[src/include/ttc_pkg.sv]
// constants and types for the triggered timer/counter
package ttc_pkg;
    // counter variants
    typedef enum logic [1:0] {
        TTC_BINARY = 2'h0,
        TTC_BCD = 2'h1,
        TTC_MOD60 = 2'h2,
        TTC_FIXED = 2'h3
    } ttc_variant_t;

    // control flip-flop states, one-hot
    typedef enum logic [1:0] {
        TTC_STOP = 2'h1,
        TTC_RUN = 2'h2
    } ttc_state_t;

    localparam int TTC_CNT_W = 8;
    localparam logic [7:0] TTC_CNT_ZERO = 8'h00;
    localparam logic [7:0] TTC_CNT_STOPPED = 8'hFF;
    localparam logic [7:0] TTC_BIN_MAX = 8'hFF;
    // bcd and modulo-60 counts are held as two bcd digits
    localparam logic [7:0] TTC_BCD_MAX = 8'h99;
    localparam logic [7:0] TTC_MOD60_MAX = 8'h59;
    localparam logic [3:0] TTC_DIGIT_MAX = 4'h9;
    localparam logic [3:0] TTC_CARRY_TENS_BCD = 4'h9;
    localparam logic [3:0] TTC_CARRY_TENS_MOD60 = 4'h5;
    localparam int TTC_DIV2_BIT = 0;
    localparam int TTC_DIV256_BIT = 7;
    // oscillator period in nanoseconds as a model of one rc constant
    localparam int TTC_RC_PERIOD_NS = 1000;
    localparam int TTC_CLK_PERIOD_NS = 10;
    localparam int TTC_RC_CYCLES = TTC_RC_PERIOD_NS / TTC_CLK_PERIOD_NS;
    localparam int TTC_OSC_LOW_CYCLES = 1;
endpackage : ttc_pkg

[src/hw/ttc_timer_counter.sv]
// triggered timer/counter: control flip-flop, timebase and counter
`timescale 1ns/10ps
`default_nettype none

// Notes on behaviour
// trigger high sets run state
// reset high, trigger low, stops
// trigger wins over reset
// entering run loads all zeros
// count on each falling timebase edge
// stopped: outputs high, counting held
// stopped halts oscillator unless external timebase
// oscillator gives one cycle per rc period
// no feedback means free running
// wired outputs reset at programmed count
// outside wires outputs with shared pull-up
// fixed variant: divide-by-2 and divide-by-256
// grounded timing node selects external clock
// one-shot: outside feeds divide-by-256 to reset
// divider: trigger reasserted after reset
// divider delays below half timebase period
// buffered reset line on its own output
// all stages clocked on same edge
// trigger with timebase high waits for edge
// carry high during last ten counts; carry stays low in binary and fixed variants
// free run wraps at variant maximum
module ttc_timer_counter #(
    parameter ttc_pkg::ttc_variant_t VARIANT = ttc_pkg::TTC_BINARY,
    parameter int RC_CYCLES = ttc_pkg::TTC_RC_CYCLES
) (
    input wire logic CORE_CLK_I,
    input wire logic RSTN_I,
    input wire logic TRIGGER_I,
    input wire logic RESET_I,
    input wire logic TIMING_NODE_GND_I,
    input wire logic TIMEBASE_PIN_I,
    output logic TIMEBASE_PIN_O,
    output logic TIMEBASE_PIN_OE_O,
    output logic [7:0] CNT_OUT_OE_O,
    output logic DIV2_O,
    output logic DIV256_O,
    output logic CARRY_O,
    output logic BUF_RESET_O,
    output logic OSC_HALT_O
);

    ttc_pkg::ttc_state_t state_r;
    logic [7:0] count_r;
    logic [7:0] count_nxt;
    logic pending_load_r;
    logic tb_prev_r;
    logic osc_out_r;
    logic [15:0] osc_cnt_r;
    logic tb_level;
    logic tb_fall;
    logic stop_req;
    logic [7:0] cnt_max;
    logic [3:0] carry_tens;
    logic bcd_mode;

    assign bcd_mode = (VARIANT == ttc_pkg::TTC_BCD) || (VARIANT == ttc_pkg::TTC_MOD60);
    assign cnt_max = (VARIANT == ttc_pkg::TTC_BCD) ? ttc_pkg::TTC_BCD_MAX :
                     (VARIANT == ttc_pkg::TTC_MOD60) ? ttc_pkg::TTC_MOD60_MAX :
                     ttc_pkg::TTC_BIN_MAX;
    assign carry_tens = (VARIANT == ttc_pkg::TTC_MOD60) ? ttc_pkg::TTC_CARRY_TENS_MOD60 :
                        ttc_pkg::TTC_CARRY_TENS_BCD;

    // external clock mode
    assign tb_level = TIMING_NODE_GND_I ? TIMEBASE_PIN_I : osc_out_r;
    // falling edge detect
    assign tb_fall = tb_prev_r && !tb_level;
    // reset only acts while trigger is low
    assign stop_req = RESET_I && !TRIGGER_I;

    always_ff @(posedge CORE_CLK_I or negedge RSTN_I) begin
        if (!RSTN_I) begin
            tb_prev_r <= 1'h1;
        end else begin
            tb_prev_r <= tb_level;
        end
    end

    // oscillator: low for a short discharge, period RC_CYCLES
    always_ff @(posedge CORE_CLK_I or negedge RSTN_I) begin
        if (!RSTN_I) begin
            osc_cnt_r <= 16'h0000;
            osc_out_r <= 1'h1;
        end else if (state_r == ttc_pkg::TTC_STOP || TIMING_NODE_GND_I) begin
            // pull-up holds the timing node, oscillator stops high
            osc_cnt_r <= 16'h0000;
            osc_out_r <= 1'h1;
        end else if (osc_cnt_r == 16'(RC_CYCLES - 1)) begin
            osc_cnt_r <= 16'h0000;
            osc_out_r <= 1'h0;
        end else begin
            osc_cnt_r <= osc_cnt_r + 16'h0001;
            if (osc_cnt_r == 16'(ttc_pkg::TTC_OSC_LOW_CYCLES - 1)) begin
                osc_out_r <= 1'h1;
            end
        end
    end

    // control flip-flop
    always_ff @(posedge CORE_CLK_I or negedge RSTN_I) begin
        if (!RSTN_I) begin
            state_r <= ttc_pkg::TTC_STOP;
        end else begin
            case (state_r)
                ttc_pkg::TTC_STOP: begin
                    // trigger sets run
                    if (TRIGGER_I) begin
                        state_r <= ttc_pkg::TTC_RUN;
                    end
                end
                ttc_pkg::TTC_RUN: begin
                    // reset stops, R9 none means free run
                    if (stop_req) begin
                        state_r <= ttc_pkg::TTC_STOP;
                    end
                end
                default: begin
                    state_r <= ttc_pkg::TTC_STOP;
                end
            endcase
        end
    end

    // wrap and bcd digit increment
    always_comb begin
        count_nxt = count_r + 8'h01;
        if (count_r == cnt_max) begin
            count_nxt = ttc_pkg::TTC_CNT_ZERO;
        end else if (bcd_mode && count_r[3:0] == ttc_pkg::TTC_DIGIT_MAX) begin
            count_nxt = {count_r[7:4] + 4'h1, 4'h0};
        end
    end

    // all stages update together on one edge
    always_ff @(posedge CORE_CLK_I or negedge RSTN_I) begin
        if (!RSTN_I) begin
            count_r <= ttc_pkg::TTC_CNT_STOPPED;
            pending_load_r <= 1'h0;
        end else if (state_r == ttc_pkg::TTC_STOP && !TRIGGER_I) begin
            // held stopped, outputs high
            count_r <= ttc_pkg::TTC_CNT_STOPPED;
            pending_load_r <= 1'h0;
        end else if (state_r == ttc_pkg::TTC_STOP) begin
            // a re-asserted trigger restarts the divider cycle
            // load zeros now if timebase low
            if (!tb_level) begin
                count_r <= ttc_pkg::TTC_CNT_ZERO;
                pending_load_r <= 1'h0;
            end else begin
                // wait for next falling edge
                pending_load_r <= 1'h1;
            end
        end else if (stop_req) begin
            count_r <= ttc_pkg::TTC_CNT_STOPPED;
            pending_load_r <= 1'h0;
        end else if (tb_fall) begin
            if (pending_load_r) begin
                // deferred load
                count_r <= ttc_pkg::TTC_CNT_ZERO;
                pending_load_r <= 1'h0;
            end else begin
                // advance by one
                // one-edge update keeps counter delay short
                count_r <= count_nxt;
            end
        end
    end

    // outputs registered; counter pins are open drain, enable pulls low
    always_ff @(posedge CORE_CLK_I or negedge RSTN_I) begin
        if (!RSTN_I) begin
            TIMEBASE_PIN_O <= 1'h1;
            TIMEBASE_PIN_OE_O <= 1'h0;
            CNT_OUT_OE_O <= 8'h00;
            DIV2_O <= 1'h1;
            DIV256_O <= 1'h1;
            CARRY_O <= 1'h0;
            BUF_RESET_O <= 1'h0;
            OSC_HALT_O <= 1'h1;
        end else begin
            // pin drives only in internal oscillator mode
            TIMEBASE_PIN_O <= osc_out_r;
            TIMEBASE_PIN_OE_O <= !TIMING_NODE_GND_I;
            // released output lets the shared pull-up rise
            CNT_OUT_OE_O <= ~count_r;
            // push-pull divider taps
            DIV2_O <= count_r[ttc_pkg::TTC_DIV2_BIT];
            DIV256_O <= count_r[ttc_pkg::TTC_DIV256_BIT];
            // carry over last ten counts, bcd and modulo-60 variants only
            CARRY_O <= bcd_mode && state_r == ttc_pkg::TTC_RUN &&
                       count_r[7:4] == carry_tens;
            // buffered counter reset line
            BUF_RESET_O <= state_r == ttc_pkg::TTC_STOP;
            // pull-up on only when stopped in internal mode
            OSC_HALT_O <= state_r == ttc_pkg::TTC_STOP && !TIMING_NODE_GND_I;
        end
    end

endmodule : ttc_timer_counter
`default_nettype wire

[config.mk]
export PLATFORM = sky130hd
export DESIGN_NAME = ttc_timer_counter
export DESIGN_NICKNAME = d
export VERILOG_FILES = /design/src/include/ttc_pkg.sv /design/src/hw/ttc_timer_counter.sv
export SDC_FILE = /design/constraint.sdc
export NUM_CORES = 1
export LEC_CHECK = 0
export BUFFER_PORTS_ARGS = -buffer_cell sky130_fd_sc_hd__buf_2
export CORE_MARGIN = 4
export CORE_UTILIZATION = 35
export CTS_CLUSTER_DIAMETER = 80
export CTS_CLUSTER_SIZE = 28
export DETAILED_ROUTE_END_ITERATION = 10
export PLACE_DENSITY = 0.53
export SYNTH_ARGS = -nofsm -noshare
export SYNTH_HDL_FRONTEND = slang
export SYNTH_SLANG_ARGS = --single-unit
[constraint.sdc]
create_clock -name CORE_CLK_I -period 5.45 [get_ports CORE_CLK_I]
set_input_delay 0.545 -clock CORE_CLK_I [delete_from_list [all_inputs] [get_ports CORE_CLK_I]]
set_output_delay 0.545 -clock CORE_CLK_I [all_outputs]
set_load 0.01 [all_outputs]
**After elaboration in Yosys (flattened, before gate mapping)**

Index checks and enable logic that the tools add are counted.
Widths: inputs -> output; s select.

- Flip-flop bits (word level): 43
- Output and inout port bits: 15
- Word-level logic and storage cells: 57

- $add $sub $neg: 2
- Equal/unequal tests: 7
- Mux-type cells: 21
- Bitwise operators: 1
- Reduce and logical (&&, ||, !) cells: 13

Operator list:

| kind | number |
|---|---|
| $mux 8 | 7 |
| $mux 16 | 2 |
| $add 16x1->16 const B | 1 |
| $eq 16x7->1 const B | 1 |
| $logic_not 16->1 | 1 |
| $mux 1 | 9 |
| $add 8x1->8 const B | 1 |
| $eq 8x8->1 const B | 1 |
| $not 8->8 | 1 |
| $logic_and 1x1->1 | 4 |
| $mux 2 | 2 |
| $ne 2x2->1 const B | 2 |
| $pmux 2 s2 | 1 |
| $reduce_and 2->1 | 2 |
| $reduce_bool 4->1 | 1 |
| $logic_not 1->1 | 3 |
| $ne 3x2->1 const B | 1 |
| $reduce_bool 3->1 | 1 |
| $eq 2x1->1 const B | 1 |
| $eq 2x2->1 const B | 1 |
| $logic_or 1x1->1 | 1 |

**Depth between registers and ports, before layout**

Gate-level depths: netlist (run 1).

- Depth after elaboration: 7
- Gate-level depth with buffers: 6
- Depth with buffers taken out: 5

**Worst setup path after synthesis (run 1)**

Ideal clock, no wire load.

- Path kind: flip-flop to flip-flop
- Start point: register count_r[0]
- End point: register count_r[3]
- Library setup time: 75 ps
- Arrival: 1724 ps
- Data required time: 5375 ps
- Path slack: 3651 ps
- Stages on the path, launching flop included: 6
- Cells stage by stage: dfstp_2 > ha_1 > and4_4 > a311o_1 > or4_1 > o211ai_2

- Word-level cells in the longest chain between the ends: 7

Ends and longest elaborated chain:

| element | line | text |
|---|---|---|
| from (decl) | ttc_timer_counter.sv:48 | `logic [7:0] count_r;` |
| from (signal assigned) | ttc_timer_counter.sv:141 | `count_r <= ttc_pkg::TTC_CNT_STOPPED;` |
| from (signal assigned) | ttc_timer_counter.sv:145 | `count_r <= ttc_pkg::TTC_CNT_STOPPED;` |
| from (signal assigned) | ttc_timer_counter.sv:151 | `count_r <= ttc_pkg::TTC_CNT_ZERO;` |
| $add 8x1->8 or $eq 8x8->1 (tied branches) | ttc_timer_counter.sv:130, ttc_timer_counter.sv:131 |  |
| $mux 8 (*) | ttc_timer_counter.sv:131 | `if (count_r == cnt_max) begin` |
| $mux 8 (*) | ttc_timer_counter.sv:161 | `if (pending_load_r) begin` |
| $mux 8 (*) | ttc_timer_counter.sv:160 | `end else if (tb_fall) begin` |
| $mux 8 (*) | ttc_timer_counter.sv:157 | `end else if (stop_req) begin` |
| $mux 8 (*) | ttc_timer_counter.sv:147 | `end else if (state_r == ttc_pkg::TTC_STOP) begin` |
| $mux 8 (*) | ttc_timer_counter.sv:143 | `end else if (state_r == ttc_pkg::TTC_STOP && !TRIGGER_I) begin` |

Every way passes the cells marked *; elsewhere a longest branch is shown, timed or not. The select of a mux whose other input is x is not followed.
A chain may end at the register's enable or synchronous reset.

**Final worst setup path (run 1)**

Ends and elaborated chain as after synthesis.

==> results of run 1 <==
==> metal layers <==
metal  vias to the layer above  routed length, um  GRT usage (%)
li1                        662                  -              -
met1                       666               1790           16.4
met2                        39               1640           18.3
met3                         6                226           3.95
met4                         0                 57           5.48
met5                         -                  0              0
==> through the flow <==
stage                     power (mW)  instances  cell area [sq um]  util, %
after global placement         0.743        263               2070     39.7
after global routing            1.01        271               2150     41.3
after CTS                      0.949        271               2150     41.3
after floorplan                0.660        179               1910        -
final                          0.939        271               2150     41.3
after detailed placement       0.751        263               2070     39.7
==> worst max-delay path, cell delays in order, from the launching register on <==
cell      delay [ps]
dfstp_2          400
ha_1             270
and4_4           230
a311o_1          320
or4_1            530
o211ai_2          90
==> sequential cells by signal, indices dropped and copies added, names as in the netlist <==
register           cells
osc_cnt_r             16
state_r                2
DIV2_O                 1
OSC_HALT_O             1
DIV256_O               1
tb_prev_r              1
CNT_OUT_OE_O           8
TIMEBASE_PIN_OE_O      1
BUF_RESET_O            1
count_r                8
osc_out_r              1
pending_load_r         1
TIMEBASE_PIN_O         1
==> path summary, 6_finish.rpt <==
path                                              from                     endpoint  slack (ps)  depth (start not counted)
max in group asynchronous                       RSTN_I  TIMEBASE_PIN_OE_O$_DFF_PN0_        4490                          1
min in group CORE_CLK_I         count_r[7]$_DFFE_PN1P_           DIV256_O$_DFF_PN1_         400                          0
worst min register to register  count_r[7]$_DFFE_PN1P_           DIV256_O$_DFF_PN1_         400                          0
worst min-delay path                            RSTN_I       state_r[1]$_DFFE_PN0P_         390                          1
worst max-delay path            count_r[0]$_DFFE_PN1P_       count_r[3]$_DFFE_PN1P_        3540                          5
worst max register to register  count_r[0]$_DFFE_PN1P_       count_r[3]$_DFFE_PN1P_        3540                          5
==> power by group <==
part           switching, mW  internal [mW]
sequential            0.0563          0.416
combinational          0.164          0.109
clock                  0.105         0.0896
total                  0.324          0.615
==> cell families (layout without fill, tap and decap cells) <==
family                     count (synthesis)  after routing  synth area share [%]
and+or+nand+nor                           67             67                  18.2
DFF                                       43             43                  57.4
AOI/OAI and AO/OA                         27             27                  10.5
buffers and inverters                     23             45                  4.79
xor gates and xnor gates                  14             14                  6.43
adders and majority gates                  3              3                  1.97
other                                      1              1                 0.197
muxes                                      1              1                 0.525
==> area by class of cell <==
class                   instances  area [sq um]  share of cell area, %
multi-input cells             113           722                   33.5
clock buffers                   6          72.6                   3.37
inverters                      18          67.6                   3.14
flip-flops and latches         43          1090                   50.9
well taps                      70          87.6                   4.07
clock inverters                 2          12.5                  0.581
repair buffers                 19          95.1                   4.42
==> cells in the mapped netlist, types with 2 or more instances <==
master / instances / area share, %
inv_1: 18 / 3.5
o211ai_2: 2 / 1.3
nor2_1: 21 / 4.1
o211ai_1: 3 / 1.2
o21ai_0: 3 / 0.79
nand3_1: 11 / 2.9
nor4_1: 8 / 2.6
dfstp_2: 15 / 21
a311oi_1: 3 / 1.4
o21a_1: 2 / 0.79
o21ai_1: 3 / 0.79
and3_1: 2 / 0.66
nor3_1: 9 / 2.4
nand4_1: 5 / 1.6
dfrtp_1: 28 / 37
clkbuf_1: 3 / 0.59
xnor2_1: 12 / 5.5
ha_1: 3 / 2.0
a311o_1: 2 / 1.0
nand2_1: 5 / 0.98
a21oi_1: 4 / 1.0
xor2_1: 2 / 0.92
==> out/metrics.cfg, run 1 <==
[pwr]
power_density_nw_per_um2 = 436
p_leak_nw = 0.935
vdd_drop_max_uv = 198

[routing]
antenna_left = 0
vias = 1373
firstDrtPassIters = 4
drc = 0
wl_per_cell_um = 13.7
drt_wl_total_um = 3710
first_iter_violations = 96
vias_per_cell = 5.07

[placement]
dp_hpwl_um = 2590
dpl_worst_slack_ps = 3540
io_buffers = 19
gp_congestion = 0.785

[worst_setup_path]
cp.arrival_ps = 2130
worstSetupStartpointType = register
critPathRequiredTime_ps = 5670
end_kind = register
cp_max_fo = 6
crit_type = reg2reg

[sta]
finalCritPeriodShare_pct = 35.1
worst_slack_ps = 3540
slew_violations = 0
hold_violations = 0
slew_headroom_pct = 38.5
layout_min_cycle_time_ps = 1910
finalSetupTns_ps = 0
max_freq_ghz = 0.523
setup_viol = 0
holdWs_ps = 386
tightest_slew_ps = 922
rsz0062_at_grt = false
fin_skew_ps = 12.3

[yosys]
async_flop_share_pct = 100
yosysUniqueCellTypes = 37
syn_area_sq_um = 1910
synth_top_flop_cell = dfrtp_1
synth_edf_count = 0
ys_seq_elements = 43
synth_cells = 179
ys_seq_area_share_pct = 57.4
syn-num-nets = 188
synth_warnings = 0
syn_avg_cell_area_sq_um = 10.7

[floorplan]
num_rows = 26
fp.dieW_um = 81.8
core_sq_um = 5200
num_io_pins = 21
die_y_um = 81.8
dieArea_sq_um = 6700
start_util_pct = 36.7

[clock_network]
clockBufferDepth = 2
ctsResizeCount = 0
clock-root-buffer = clkbuf_8
numCtsBuffers = 5
clkLatencyLatePin_ps = 290
cts_hold_buffers = 0
cts.sinks = 43
cts_tree = built
post_cts_buffers = 0
clk_pin_slew_ps = 80
ctsHtreeMaxLevel = 2

[final_layout]
area_delta_synth_final_pct = 12.8
fin_nets = 209
layout_common_cells = 28 x dfrtp_1, 21 x nor2_1, 19 x buf_2
final_common_cell = dfrtp_1
antennaDiodeCount = 0
layout-drive-gt1-share_pct = 23.4
fill_cells = 537

[grt]
grt_usage_pct = 12.3
antenna_found_initial = 0
grt_pass1_wl_um = 6170
grt_pass1_vias = 1302
overflow = 0
grt_max_degree = 44

[min_path]
holdCritPathClass = in2async

[run_status]
status = complete, no violations

[run]
maxCapViolations = 0

(Power assumes the default switching activity.)
==> inputs of run 2 (changes only) <==
--- a/config.mk
+++ b/config.mk
@@ -11,7 +11,7 @@
 export CTS_CLUSTER_DIAMETER = 80
 export CTS_CLUSTER_SIZE = 28
 export DETAILED_ROUTE_END_ITERATION = 10
-export PLACE_DENSITY = 0.53
+export PLACE_DENSITY = 0.55
 export SYNTH_ARGS = -nofsm -noshare
 export SYNTH_HDL_FRONTEND = slang
 export SYNTH_SLANG_ARGS = --single-unit
==> constraint.sdc (replaced) <==
create_clock -name CORE_CLK_I -period 1.5 [get_ports CORE_CLK_I]
set_input_delay 0.15 -clock CORE_CLK_I [delete_from_list [all_inputs] [get_ports CORE_CLK_I]]
set_output_delay 0.15 -clock CORE_CLK_I [all_outputs]
set_load 0.01 [all_outputs]
==> out/metrics.cfg, run 2 (synthesis gave the netlist of run 1 again) <==
[run_status]
status = finished, violations left
violations = negative setup slack

[worst_setup_path]
r2r_setup_slack_ps = -40  ; -3580 ps
worstSetupStartpointType = register
r2r_cells = 5  ; unchanged
critPathRequiredTime_ps = 1720  ; -3950 ps
crit_start = count_r[1]$_DFFE_PN1P_
end_kind = register
cp.arrival_ps = 1760  ; -370 ps
r2r-start = count_r[1]$_DFFE_PN1P_
crit_type = reg2reg
crit_end = count_r[3]$_DFFE_PN1P_
worstReg2RegEnd = count_r[3]$_DFFE_PN1P_
cp_max_fo = 3  ; -3

[routing]
vias = 1508  ; +9.8%
antenna_left = 0  ; unchanged
dr_wl_met2_um = 1820  ; +11%
met1Wirelength_um = 2170  ; +21%
drc = 0  ; unchanged
highest-signal-layer = met4
dr_wl_met3_um = 114  ; -50%
drt_wl_total_um = 4170  ; +12%
vias_per_cell = 4.83  ; -4.6%
firstDrtPassIters = 4  ; unchanged
wl_per_cell_um = 13.4  ; -2.4%
first_iter_violations = 76  ; -21%

[final_layout]
fill_cells = 492  ; -8.4%
top_regs = osc_cnt_r: 16 flops, CNT_OUT_OE_O: 8 flops, count_r: 8 flops
utilization_pct = 49.8  ; +8.4 points
multi_input_area_sq_um = 825  ; +14%
largest_reg_flops = 16  ; unchanged
layout_common_cells = 36 x buf_4, 28 x dfrtp_1, 19 x buf_2
regArea_sq_um = 1090  ; unchanged
antennaDiodeCount = 0  ; unchanged
final_common_cell = buf_4
layout-drive-gt1-share_pct = 42.6  ; +19 points
top_register = osc_cnt_r
fin_nets = 250  ; +20%
area_delta_synth_final_pct = 35.8

[sta]
holdWs_ps = 113  ; -273 ps
worst_slack_ps = -39.8  ; -3580 ps
layout_min_cycle_time_ps = 1540  ; -373 ps
fin_skew_ps = 8.50  ; -3.76 ps
finalCritPeriodShare_pct = 103  ; +68 points
hold_violations = 0  ; unchanged
max_freq_ghz = 0.649  ; +24%
setup_viol = 19  ; +19
rsz0062_at_grt = true
slew_violations = 0  ; unchanged

[grt]
grt_pass1_vias = 1540  ; +18%
grt_pass1_wl_um = 7220  ; +17%
grt_max_degree = 26  ; -41%
grt_usage_pct = 14.2  ; +1.8 points
antenna_found_initial = 0  ; unchanged
overflow = 0  ; unchanged

[clock_network]
numCtsBuffers = 5  ; unchanged
clock-root-buffer = clkbuf_8
clk_pin_slew_ps = 80  ; about the same
ctsHtreeMaxLevel = 2  ; unchanged
clkLatencyLatePin_ps = 290  ; about the same
cts_tree = built
clockBufferDepth = 2  ; unchanged
cts.sinks = 43  ; unchanged

[min_path]
holdCritPathClass = in2reg
min_from = TRIGGER_I
min_path_cells = 3

[pwr]
p_leak_nw = 1.15  ; +23%
power_density_nw_per_um2 = 1510  ; +250%
vdd_drop_max_uv = 923  ; +370%

[floorplan]
core_sq_um = 5200  ; unchanged
num_io_pins = 21  ; unchanged
dieArea_sq_um = 6700  ; unchanged
start_util_pct = 36.7  ; unchanged
num_rows = 26  ; unchanged
fp.dieW_um = 81.8  ; unchanged
die_y_um = 81.8  ; unchanged

[placement]
gp_congestion = 0.775  ; -1.3%
dp_hpwl_um = 2990  ; +15%
io_buffers = 19  ; unchanged

[run]
maxCapViolations = 0  ; unchanged

[run 2: critical path, stage by stage (launching register included)]
cell and delay [ps]:
dfstp_2 390, ha_4 150, and4_4 150, a311o_1 270, or4_4 420, o211ai_2 80
[run 2: timing repair]
action,CTS,global route
pin swaps,15,5
setup buffers,2,1
hold buffers,1,0
hold endpoints to repair,8,0
gates resized for setup,12,11
setup endpoints to repair,19,22
[run 2: power breakdown]
part,leakage [nW],switching [mW],total (mW),internal [mW]
clock,0.0412,0.390,0.716,0.326
sequential,0.533,0.172,1.68,1.51
combinational,0.580,0.765,1.52,0.753
total,1.15,1.33,3.92,2.59
[run 2: worst min-delay path by stage]
| stage | end |
|---|---|
| 2_1_floorplan | BUF_RESET_O$_DFF_PN0_ |
| 3_3_place_gp | osc_cnt_r[1]$_DFF_PN0_ |
| 3_5_place_dp | osc_cnt_r[1]$_DFF_PN0_ |
| 4_1_cts | state_r[0]$_DFFE_PN1P_ |
| 5_1_grt | state_r[0]$_DFFE_PN1P_ |
| 6_report | state_r[0]$_DFFE_PN1P_ |
[run 2: stage by stage]
step	TNS, ps	power [mW]	instances	worst slack [ps]	cell area (sq um)
2_1_floorplan	-18.2	2.42	179	-18.2	1920
3_3_place_gp	-790	3.06	300	-83.9	2370
3_5_place_dp	-879	3.08	300	-88.6	2370
4_1_cts	-293	3.88	311	-52.6	2540
5_1_grt	-2240	4.21	312	-130	2590
6_report	-342	3.92	312	-39.8	2590
[run 2: cell type report]
cell class	instances	area share [%]
well taps	70	3.38
repair buffers	60	16.6
clock buffers	6	2.80
clock inverters	2	0.483
flip-flops and latches	43	42.3
multi-input cells	113	31.8
inverters	18	2.70
[run 2: layer usage]
metal | vias to the layer above | track usage [%]
met3 | 8 | 3.40
met1 | 722 | 21.4
li1 | 751 | -
met5 | - | 0
met2 | 27 | 19.8
met4 | 0 | 4.65
